[config.mk]
export PLATFORM = sky130hd
export DESIGN_NAME = viu_top
export DESIGN_NICKNAME = d
export VERILOG_FILES = /design/src/logic/viu_pkg.sv /design/src/logic/viu_arb_if.sv /design/src/logic/viu_top.sv /design/src/logic/viu_edge_detect.sv /design/src/logic/viu_arbiter.sv
export SDC_FILE = /design/constraint.sdc
export NUM_CORES = 1
export LEC_CHECK = 0
export BUFFER_PORTS_ARGS = -buffer_cell sky130_fd_sc_hd__clkbuf_2
export CORE_MARGIN = 2
export CORE_UTILIZATION = 35
export CTS_CLUSTER_SIZE = 20
export DETAILED_ROUTE_END_ITERATION = 12
export HOLD_SLACK_MARGIN = 0.12
export PLACE_DENSITY = 0.59
export SLEW_MARGIN = 0
export SYNTH_ARGS = -nofsm -noshare
export SYNTH_HDL_FRONTEND = slang
export SYNTH_SLANG_ARGS = --single-unit
[constraint.sdc]
create_clock -name clock -period 7.29 [get_ports clock]
set_input_delay 0.729 -clock clock [delete_from_list [all_inputs] [get_ports clock]]
set_output_delay 0.729 -clock clock [all_outputs]
set_load 0.05 [all_outputs]
[src/logic/viu_pkg.sv]
// Constants, types and helper functions of the vectored priority interrupt unit.
// Assumes a 20 MHz clock and an APB slave with 32-bit data and byte addresses.
package viu_pkg;
  // Priority slots: slot i holds priority i+2 (priority 1 is reset)
  localparam int unsigned VIU_SLOTS = 16;
  localparam int unsigned VIU_SLOT_W = 4;
  // Reserved priorities 3 and 7
  localparam logic [15:0] VIU_SLOT_USED = 16'hFFDD;
  // Break instruction slot, priority 17, never masked
  localparam int unsigned VIU_SLOT_BRK = 15;
  // Source slots: pins a,b,c,d, timer underflows, serial, timer x and y edge, converter
  localparam int unsigned VIU_SLOT_PIN_A = 0;
  localparam int unsigned VIU_SLOT_PIN_B = 2;
  localparam int unsigned VIU_SLOT_PIN_C = 3;
  localparam int unsigned VIU_SLOT_PIN_D = 4;
  localparam int unsigned VIU_SLOT_TX_UF = 6;
  localparam int unsigned VIU_SLOT_TY_UF = 7;
  localparam int unsigned VIU_SLOT_T1_UF = 8;
  localparam int unsigned VIU_SLOT_T2_UF = 9;
  localparam int unsigned VIU_SLOT_RX = 10;
  localparam int unsigned VIU_SLOT_TXS = 11;
  localparam int unsigned VIU_SLOT_CNT_X = 12;
  localparam int unsigned VIU_SLOT_CNT_Y = 13;
  localparam int unsigned VIU_SLOT_ADC = 14;
  localparam int unsigned VIU_EXT_PINS = 6;
  // Vector table: reset low byte, two bytes per priority step
  localparam logic [15:0] VIU_RESET_VEC_LO = 16'hFFFC;
  // APB register byte offsets
  localparam logic [7:0] VIU_OFF_REQ = 8'h00;
  localparam logic [7:0] VIU_OFF_ENA = 8'h04;
  localparam logic [7:0] VIU_OFF_EDGE = 8'h08;
  localparam logic [7:0] VIU_OFF_CTRL = 8'h0C;
  localparam logic [7:0] VIU_OFF_STAT = 8'h10;
  // Control and status register fields
  localparam int unsigned VIU_CTRL_IDIS = 0;
  localparam int unsigned VIU_CTRL_SER = 1;
  localparam int unsigned VIU_CTRL_STOP = 2;
  localparam int unsigned VIU_STAT_BUSY = 8;
  // Reset values
  localparam logic [15:0] VIU_REQ_RST = 16'h0000;
  localparam logic [15:0] VIU_ENA_RST = 16'h0000;
  localparam logic [5:0] VIU_EDGE_RST = 6'h00;
  localparam logic VIU_IDIS_RST = 1'b1;
  localparam logic VIU_SER_RST = 1'b0;

  // Sequencer states, one-hot
  typedef enum logic [7:0] {
    VIU_IDLE = 8'h01,
    VIU_PUSH_H = 8'h02,
    VIU_PUSH_L = 8'h04,
    VIU_PUSH_P = 8'h08,
    VIU_VEC_L = 8'h10,
    VIU_VEC_H = 8'h20,
    VIU_LOAD = 8'h40,
    VIU_DONE = 8'h80
  } viu_state_t;

  // Low vector byte address of a slot; high byte is the next, odd address
  function automatic logic [15:0] viuVecLow(input logic [3:0] slot);
    // Five-bit step so the break slot (15 + 1) does not wrap to zero
    viuVecLow = VIU_RESET_VEC_LO - {10'h000, {1'b0, slot} + 5'h01, 1'b0};
  endfunction
endpackage

[src/logic/viu_arb_if.sv]
// Carrier between the interrupt unit top and its priority arbiter.
// Assumes a single clock domain; pure combinational handshake.
interface viu_arb_if;
  logic [15:0] pending; // Gated requests per slot
  logic [3:0] winner; // Lowest pending slot
  logic valid; // Any slot pending
  modport arb (input pending, output winner, valid);
  modport user (output pending, input winner, valid);
endinterface

[src/logic/viu_top.sv]
// Vectored priority interrupt unit: request flags, enables, arbitration,
// and the stacking and vector fetch sequence for the processor core.
// Assumes an APB master, a core that signals instruction boundaries and
// a memory port whose read data arrives the cycle after the read strobe.
// How it works
// Fourteen sources: six pins, seven internal, break
// Maskable raised when request, enable set, unmasked
// Software sets and clears every enable bit
// Software clears request bits, never sets them
// Break ignores disable flag and enables
// Simultaneous requests served lowest priority number first
// Acceptance pushes program counter, then status
// Acceptance sets disable flag, clears served request
// Vector low byte even, high byte odd
// Software disables, changes edge, clears, re-enables
// Pin sources a-d: priorities 2,4,5,6
// Timer edge pins: priorities 14 and 15
// Timer x,y,2 underflows: priorities 8,9,11
// Timer 1 underflow priority 10, ends stop
// Serial receive priority 12, only when selected
// Serial transmit on shift done or empty
// Converter done: priority 16
// Break: unmaskable, lowest priority 17
// Reset fetches start vector, highest priority
// Each timer underflow sets its request bit
// Reserved priorities 3 and 7 never win
// Pins synchronised, compared with previous sample
//
// Local design decisions: the register offsets and the APB slave port.
module viu_top
  import viu_pkg::*;
(
  input wire logic clock,
  input wire logic nrst,
  // APB slave
  input wire logic [7:0] paddr,
  input wire logic psel,
  input wire logic penable,
  input wire logic pwrite,
  input wire logic [31:0] pwdata,
  output logic [31:0] prdata,
  output logic pready,
  output logic pslverr,
  // Event sources
  input wire logic extIrqPinA,
  input wire logic extIrqPinB,
  input wire logic extIrqPinC,
  input wire logic extIrqPinD,
  input wire logic timerXEdgePin,
  input wire logic timerYEdgePin,
  input wire logic timerXUnderflow,
  input wire logic timerYUnderflow,
  input wire logic timer1Underflow,
  input wire logic timer2Underflow,
  input wire logic serialRxDone,
  input wire logic serialTxShiftDone,
  input wire logic serialTxBufEmpty,
  input wire logic adcDone,
  input wire logic breakInstruction,
  input wire logic stopModeInstruction,
  // Core side
  input wire logic instrBoundary,
  input wire logic disableClear,
  input wire logic [15:0] corePc,
  input wire logic [7:0] coreStatus,
  input wire logic [15:0] stackAddr,
  input wire logic [7:0] memRdata,
  output logic irqPending,
  output logic globalDisable,
  output logic stopMode,
  output logic [15:0] busAddr,
  output logic [7:0] busWdata,
  output logic busWrite,
  output logic busRead,
  output logic [15:0] newPc,
  output logic pcLoad
);
  viu_arb_if arbBus();

  logic [15:0] req_reg; // Request bits by slot
  logic [15:0] req_next;
  logic [15:0] ena_reg; // Enable bits by slot
  logic [5:0] edge_reg; // Falling-edge select per pin
  logic ser_reg; // Serial function selected on pins
  logic [3:0] last_reg; // Slot being or last served
  logic resetVec_reg; // Current fetch is the reset vector
  logic [7:0] vecLo_reg; // Captured low vector byte
  viu_state_t state_reg;
  logic [5:0] pinEdge; // Edge pulses from the pin detectors
  logic [15:0] hwSet; // Hardware set events by slot
  logic [15:0] swClr; // Software clear mask
  logic [15:0] accClr; // Acceptance clear mask
  logic accept; // Interrupt taken this cycle
  logic apbWr; // Write takes effect this edge
  logic mapped; // Address decodes to a register
  logic [31:0] rd_next;

  viu_edge_detect #(
    .N(VIU_EXT_PINS)
  ) uEdge (
    .clock(clock),
    .nrst(nrst),
    .pins({timerYEdgePin, timerXEdgePin, extIrqPinD, extIrqPinC, extIrqPinB, extIrqPinA}),
    .fallSel(edge_reg),
    .edgePulse(pinEdge)
  );

  viu_arbiter uArb (
    .bus(arbBus.arb)
  );

  // Hardware events placed in their priority slots
  always_comb
  begin
    hwSet = '0;
    hwSet[VIU_SLOT_PIN_A] = pinEdge[0];
    hwSet[VIU_SLOT_PIN_B] = pinEdge[1];
    hwSet[VIU_SLOT_PIN_C] = pinEdge[2];
    hwSet[VIU_SLOT_PIN_D] = pinEdge[3];
    hwSet[VIU_SLOT_CNT_X] = pinEdge[4];
    hwSet[VIU_SLOT_CNT_Y] = pinEdge[5];
    hwSet[VIU_SLOT_TX_UF] = timerXUnderflow;
    hwSet[VIU_SLOT_TY_UF] = timerYUnderflow;
    hwSet[VIU_SLOT_T1_UF] = timer1Underflow;
    hwSet[VIU_SLOT_T2_UF] = timer2Underflow;
    // Serial events count only while the pins carry the serial function
    hwSet[VIU_SLOT_RX] = serialRxDone & ser_reg;
    hwSet[VIU_SLOT_TXS] = (serialTxShiftDone | serialTxBufEmpty) & ser_reg;
    hwSet[VIU_SLOT_ADC] = adcDone;
    hwSet[VIU_SLOT_BRK] = breakInstruction;
  end

  // APB decode; slave answers in the first access cycle
  always_comb
  begin
    apbWr = psel & penable & pready & pwrite;
    mapped = (paddr == VIU_OFF_REQ) || (paddr == VIU_OFF_ENA) || (paddr == VIU_OFF_EDGE)
      || (paddr == VIU_OFF_CTRL) || (paddr == VIU_OFF_STAT);
    swClr = (apbWr && paddr == VIU_OFF_REQ) ? pwdata[15:0] : 16'h0000;
    accClr = '0;
    accClr[arbBus.winner] = accept;
  end

  // Gated requests: break passes regardless of enables and disable flag
  always_comb
  begin
    arbBus.pending = req_reg & ena_reg & {VIU_SLOTS{~globalDisable}};
    arbBus.pending[VIU_SLOT_BRK] = req_reg[VIU_SLOT_BRK];
    accept = (state_reg == VIU_IDLE) & instrBoundary & arbBus.valid;
  end

  // Request bits: a hardware set wins over any clear in the same cycle
  always_comb
  begin
    req_next = ((req_reg & ~swClr & ~accClr) | hwSet) & VIU_SLOT_USED;
  end

  // Request flag storage
  always_ff @(posedge clock or negedge nrst)
  begin
    if (!nrst)
      req_reg <= VIU_REQ_RST;
    else
      req_reg <= req_next;
  end

  // Enable and edge select registers
  always_ff @(posedge clock or negedge nrst)
  begin
    if (!nrst)
    begin
      ena_reg <= VIU_ENA_RST;
      edge_reg <= VIU_EDGE_RST;
      ser_reg <= VIU_SER_RST;
    end
    else if (apbWr)
    begin
      // Break has no enable; its bit stays clear
      if (paddr == VIU_OFF_ENA)
        ena_reg <= pwdata[15:0] & VIU_SLOT_USED & ~(16'h0001 << VIU_SLOT_BRK);
      // An edge select change alone raises no request while the pin is steady
      if (paddr == VIU_OFF_EDGE)
        edge_reg <= pwdata[5:0];
      if (paddr == VIU_OFF_CTRL)
        ser_reg <= pwdata[VIU_CTRL_SER];
    end
  end

  // Global disable flag: acceptance sets it and wins over any clear
  always_ff @(posedge clock or negedge nrst)
  begin
    if (!nrst)
      globalDisable <= VIU_IDIS_RST;
    else if (accept)
      globalDisable <= 1'b1;
    else if (apbWr && paddr == VIU_OFF_CTRL)
      globalDisable <= pwdata[VIU_CTRL_IDIS];
    else if (disableClear)
      globalDisable <= 1'b0;
  end

  // Stop mode: timer 1 underflow releases it, even on the same cycle
  always_ff @(posedge clock or negedge nrst)
  begin
    if (!nrst)
      stopMode <= 1'b0;
    else if (timer1Underflow)
      stopMode <= 1'b0;
    else if (stopModeInstruction)
      stopMode <= 1'b1;
  end

  // Pending maskable or break request shown to the core
  always_ff @(posedge clock or negedge nrst)
  begin
    if (!nrst)
      irqPending <= 1'b0;
    else
      irqPending <= arbBus.valid;
  end

  // APB read data, ready and error, registered in the setup cycle
  always_comb
  begin
    rd_next = 32'h0000_0000;
    unique case (paddr)
      VIU_OFF_REQ: rd_next[15:0] = req_reg;
      VIU_OFF_ENA: rd_next[15:0] = ena_reg;
      VIU_OFF_EDGE: rd_next[5:0] = edge_reg;
      VIU_OFF_CTRL:
      begin
        rd_next[VIU_CTRL_IDIS] = globalDisable;
        rd_next[VIU_CTRL_SER] = ser_reg;
        rd_next[VIU_CTRL_STOP] = stopMode;
      end
      VIU_OFF_STAT:
      begin
        rd_next[3:0] = last_reg;
        rd_next[VIU_STAT_BUSY] = (state_reg != VIU_IDLE);
      end
      default: rd_next = 32'h0000_0000;
    endcase
  end

  // One wait-free access: ready rises for the first access cycle only
  always_ff @(posedge clock or negedge nrst)
  begin
    if (!nrst)
    begin
      pready <= 1'b0;
      pslverr <= 1'b0;
      prdata <= 32'h0000_0000;
    end
    else
    begin
      pready <= psel & ~penable & ~pready;
      pslverr <= psel & ~penable & ~pready & ~mapped;
      if (psel & ~penable & ~pready)
        prdata <= pwrite ? 32'h0000_0000 : rd_next;
    end
  end

  // Acceptance sequence: push PC high, PC low, status, then fetch vector
  always_ff @(posedge clock or negedge nrst)
  begin
    if (!nrst)
    begin
      // Reset behaves as the top priority vector fetch
      state_reg <= VIU_VEC_L;
      resetVec_reg <= 1'b1;
      last_reg <= 4'h0;
      vecLo_reg <= 8'h00;
      busAddr <= 16'h0000;
      busWdata <= 8'h00;
      busWrite <= 1'b0;
      busRead <= 1'b0;
      newPc <= 16'h0000;
      pcLoad <= 1'b0;
    end
    else
    begin
      busWrite <= 1'b0;
      busRead <= 1'b0;
      pcLoad <= 1'b0;
      unique case (state_reg)
        VIU_IDLE:
        begin
          if (accept)
          begin
            // Winner latched on the same edge that clears its request bit
            last_reg <= arbBus.winner;
            resetVec_reg <= 1'b0;
            busAddr <= stackAddr;
            busWdata <= corePc[15:8];
            busWrite <= 1'b1;
            state_reg <= VIU_PUSH_H;
          end
        end
        VIU_PUSH_H:
        begin
          busAddr <= stackAddr - 16'h0001;
          busWdata <= corePc[7:0];
          busWrite <= 1'b1;
          state_reg <= VIU_PUSH_L;
        end
        VIU_PUSH_L:
        begin
          // Status goes last, after the program counter
          busAddr <= stackAddr - 16'h0002;
          busWdata <= coreStatus;
          busWrite <= 1'b1;
          state_reg <= VIU_PUSH_P;
        end
        VIU_PUSH_P:
        begin
          state_reg <= VIU_VEC_L;
        end
        VIU_VEC_L:
        begin
          // Low byte at the even address
          busAddr <= resetVec_reg ? VIU_RESET_VEC_LO : viuVecLow(last_reg);
          busRead <= 1'b1;
          state_reg <= VIU_VEC_H;
        end
        VIU_VEC_H:
        begin
          // High byte at the odd address; low byte still in flight
          busAddr <= busAddr | 16'h0001;
          busRead <= 1'b1;
          state_reg <= VIU_LOAD;
        end
        VIU_LOAD:
        begin
          // Memory answers one cycle after the strobe: low byte now
          vecLo_reg <= memRdata;
          state_reg <= VIU_DONE;
        end
        VIU_DONE:
        begin
          // High byte now; jump and go back to idle
          newPc <= {memRdata, vecLo_reg};
          pcLoad <= 1'b1;
          state_reg <= VIU_IDLE;
        end
      endcase
    end
  end
endmodule

[src/logic/viu_edge_detect.sv]
// Edge detectors for the external interrupt pins.
// Assumes pins are synchronous-ish inputs re-synchronised here; one clock.
module viu_edge_detect
  import viu_pkg::*;
#(
  parameter int unsigned N = VIU_EXT_PINS
)(
  input wire logic clock,
  input wire logic nrst,
  input wire logic [N-1:0] pins,
  input wire logic [N-1:0] fallSel,
  output logic [N-1:0] edgePulse
);
  logic [N-1:0] sync1_reg; // First synchroniser stage, only read by sync2
  logic [N-1:0] sync2_reg; // Second stage
  logic [N-1:0] prev_reg; // Previous sampled level
  logic [N-1:0] edge_next;

  // Two-flop synchroniser, then one history stage
  always_ff @(posedge clock or negedge nrst)
  begin
    if (!nrst)
    begin
      sync1_reg <= '0;
      sync2_reg <= '0;
      prev_reg <= '0;
    end
    else
    begin
      sync1_reg <= pins;
      sync2_reg <= sync1_reg;
      prev_reg <= sync2_reg;
    end
  end

  // Selected edge: rising when fallSel low, falling when high
  always_comb
  begin
    edge_next = (fallSel & prev_reg & ~sync2_reg) | (~fallSel & ~prev_reg & sync2_reg);
  end

  // Registered one-cycle pulse
  always_ff @(posedge clock or negedge nrst)
  begin
    if (!nrst)
      edgePulse <= '0;
    else
      edgePulse <= edge_next;
  end
endmodule

[src/logic/viu_arbiter.sv]
// Fixed priority arbiter: lowest slot number wins.
// Assumes pending already gated by enables and the disable flag.
module viu_arbiter
  import viu_pkg::*;
(
  viu_arb_if.arb bus
);
  // Lowest set bit search, reused for winner and valid
  function automatic logic [4:0] lowestSet(input logic [15:0] v);
    lowestSet = 5'h10;
    for (int i = VIU_SLOTS - 1; i >= 0; i--)
    begin
      if (v[i])
        lowestSet = 5'(i);
    end
  endfunction

  logic [4:0] pick;

  // Reserved slots are masked so they can never win
  always_comb
  begin
    pick = lowestSet(bus.pending & VIU_SLOT_USED);
    bus.valid = ~pick[4];
    bus.winner = pick[3:0];
  end
endmodule

==> summary.md <==
| Metric | Value |
|---|---|
| Combinational family with the most area after synthesis | `simple AND/OR/NAND/NOR gates` |
| Vias in the first global route | `5749` |
| Post-synthesis compound-gate area fraction | `0.1742` |
| Least-Margin Pin Slew | `1206 ps` |
| Critical Path Start Type | `register` |
| Critical path class | `register to register` |
| RSZ-0062 raised after global routing | `no` |
| Finished Cell Area | `8820 um^2` |
| Gpl congestion | `0.8735` |
| Distinct cells, synth | `65` |
| CP bufs+invs | `0` |
| Adder-cell area share of the yosys netlist | `0.008643` |
| Vias/cell | `5.153` |
| Status | `finished clean` |
| Die Area | `21850 um^2` |
| Hpwl dp | `13990 um` |
| Core area | `20230 um^2` |
| Max cap viols | `0` |
| First-iteration detailed-routing DRC count | `371` |
| Post-synth EDFFs | `0` |
| Wirelength per Cell | `16.13 um` |
| Post-synthesis sequential area ratio | `0.4949` |
| Clk_skew | `11.36 ps` |
| NumNets Final | `1021` |
| Total wire length | `19180 um` |
| CTS Buf Count | `17` |
| Fmax | `300.2 MHz` |
| WHS | `325.2 ps` |
| Data required, critical path | `7600 ps` |
| Slew headroom | `0.1957` |
| Die Span X | `147.8 um` |
| Clock sink count | `143` |
| Die height | `147.8 um` |
| Post-Syn Instances | `756` |
| Synthesized area | `7238 um^2` |
| PortBufs | `158` |
| Top cells by area, synth | `dfrtp_1 48%, mux2_2 7.3%, nand2_1 5.5%` |
| Leakage power figure | `0.004066 uW` |
| I/O pins | `191` |
| Share of cells above drive strength 1 | `0.2800` |
| CP max FO | `42` |
| Mean Syn Cell Area | `9.574 um^2` |
| Initial Utilization | `0.3577` |
| XOR/XNOR share of the synthesized area | `0.009680` |
| Area share of the largest cell type after synthesis | `0.4840` |
| Clock transition at path regs | `70 ps` |
| Pwr/cell area | `352.2 nW/um^2` |
| CP endpoint kind | `register` |
| Post-CTS Resized | `0` |
| Setup TNS | `0 ps` |
| Commonest non-fill, non-tap cells in the layout | `157 x clkbuf_2, 140 x dfrtp_1, 106 x nand2_1` |
| DRC errors left | `0` |
| VDD IR-drop max | `164.9 uV` |
| Max incr delay on CP | `820 ps` |
| Final core utilization | `0.4359` |
| Warnings from Yosys | `0` |
| CTS tree | `done` |
| Critical-path top delay cell | `dfrtp_1` |
| First-pass GRT wire length | `30490 um` |
| CTS Hold Buffers Added | `0` |
| # fillers | `1987` |
| Main flop type after synthesis | `dfrtp_1` |
| Final hold vios | `0` |
| Largest net degree at the start of global routing | `78` |
| Mux cell area share after synthesis | `0.08315` |
| CP arrival | `3650 ps` |
| Initial antenna violation count | `1` |
| Commonest non-fill, non-tap cell in the layout | `clkbuf_2` |
| Clock buffer depth | `2` |
| Biggest registers after layout | `busAddr: 16 flops, newPc: 16 flops, prdata: 16 flops` |
| Crit-path leading delay family | `simple AND/OR/NAND/NOR gates` |
| Minimum clock period | `3331 ps` |
| H-tree depth | `4` |
| Gr ovfl total | `0` |
| P&R area growth vs syn | `21.85%` |
| Worst path cell trace | `nor4_1 -> nand3_1 -> mux2i_4 -> o2111ai_1 -> o21a_1` |
| Asr flop ratio synth | `1.000` |
| Yosys top cell by area | `dfrtp_1` |
| Post-DP Area | `8212 um^2` |
| Setup violations, final | `0` |
| Vias | `6127` |
| Flops & latches, synth | `143` |
| Total GRT Usage | `0.1770` |
| Post-CTS setup buffers | `0` |
| Pwr Total | `3106 uW` |
| Simple-Gate Fraction of Synth Area | `0.1768` |
| Fin crit share | `0.4570` |
| Slew Limit Fails | `0` |
| Count of antenna-violating nets left after detailed routing | `0` |
| Worst skew pair latency | `420 ps` |
| Pre-antenna DRT Iters | `6` |
| Core Rows | `52` |
| Worst Hold Class | `input port to asynchronous set/reset pin` |
| CTS Root Cell | `clkbuf_16` |
-- layout make-up --
cell class                      instances  area (um^2)  area share
Sequential cell                       143         3582      0.4062
Multi-Input combinational cell        553         3347      0.3795
Timing Repair Buffer                  162        827.0     0.09377
Clock buffer                           20        446.7     0.05065
Tap cell                              270        337.8     0.03830
Clock inverter                         12        158.9     0.01802
Inverter                               28        117.6     0.01334
Antenna cell                            1        2.502   0.0002837
-- per-stage QoR --
stage / instances / setup WS, ps
2_1_floorplan: 771 / 4781
5_1_grt: 1188 / 3621
3_5_place_dp: 1156 / 3926
4_1_cts: 1188 / 3923
3_3_place_gp: 1156 / 3938
6_report: 1189 / 3959
-- report_power, final --
part / leakage (uW) / switching (uW) / internal [uW]
combinational: 0.00203 / 799 / 379
sequential: 0.00174 / 112 / 920
clock: 0.000291 / 347 / 550
total: 0.00407 / 1260 / 1850
-- cells in the mapped netlist (all sizes together), types with 8 or more instances --
master  count
a21oi      56
a22oi      11
a31oi      18
and2        8
buf        23
clkbuf     24
dfrtp     140
inv        27
mux2       47
nand2     106
nand2b     14
nand3       8
nor2       69
nor3       17
nor4       10
o21ai      42
o22ai      12
o31ai      11
-- layer usage --
layer	global-route usage	routed length [um]	vias up
met2	0.2698	8780	175
li1	-	-	3002
met4	0.05481	320	0
met5	0	0	-
met1	0.2507	9081	2925
met3	0.04074	995	25
-- final timing paths --
kind | cells past startpoint | end | slack [ps] | from
setup reg to reg | 5 | busAddr[6] | 3960 | state_reg[2]
hold / removal | 1 | busWrite | 330 | nrst
hold reg to reg | 0 | uEdge.sync2_reg[2] | 350 | uEdge.sync1_reg[2]
max in group asynchronous | 2 | ena_reg[9] | 5600 | nrst
min in group clock | 0 | uEdge.sync2_reg[2] | 350 | uEdge.sync1_reg[2]
setup / recovery | 5 | busAddr[6] | 3960 | state_reg[2]
-- worst register-to-register path: stages (launching register included) --
cell and delay, ps:
dfrtp_1 820, nor4_1 770, nand3_1 400, mux2i_4 770, o2111ai_1 300, o21a_1 170
-- cells by family after synthesis --
family,count (synthesis)
AND/OR/NAND/NOR,272
XOR/XNOR,8
AO/OA/AOI/OAI,199
multiplexers,53
adder cells (fa/ha/maj),5
buffers and inverters,75
flip-flops,143
other,1
(Power assumes the default switching activity.)
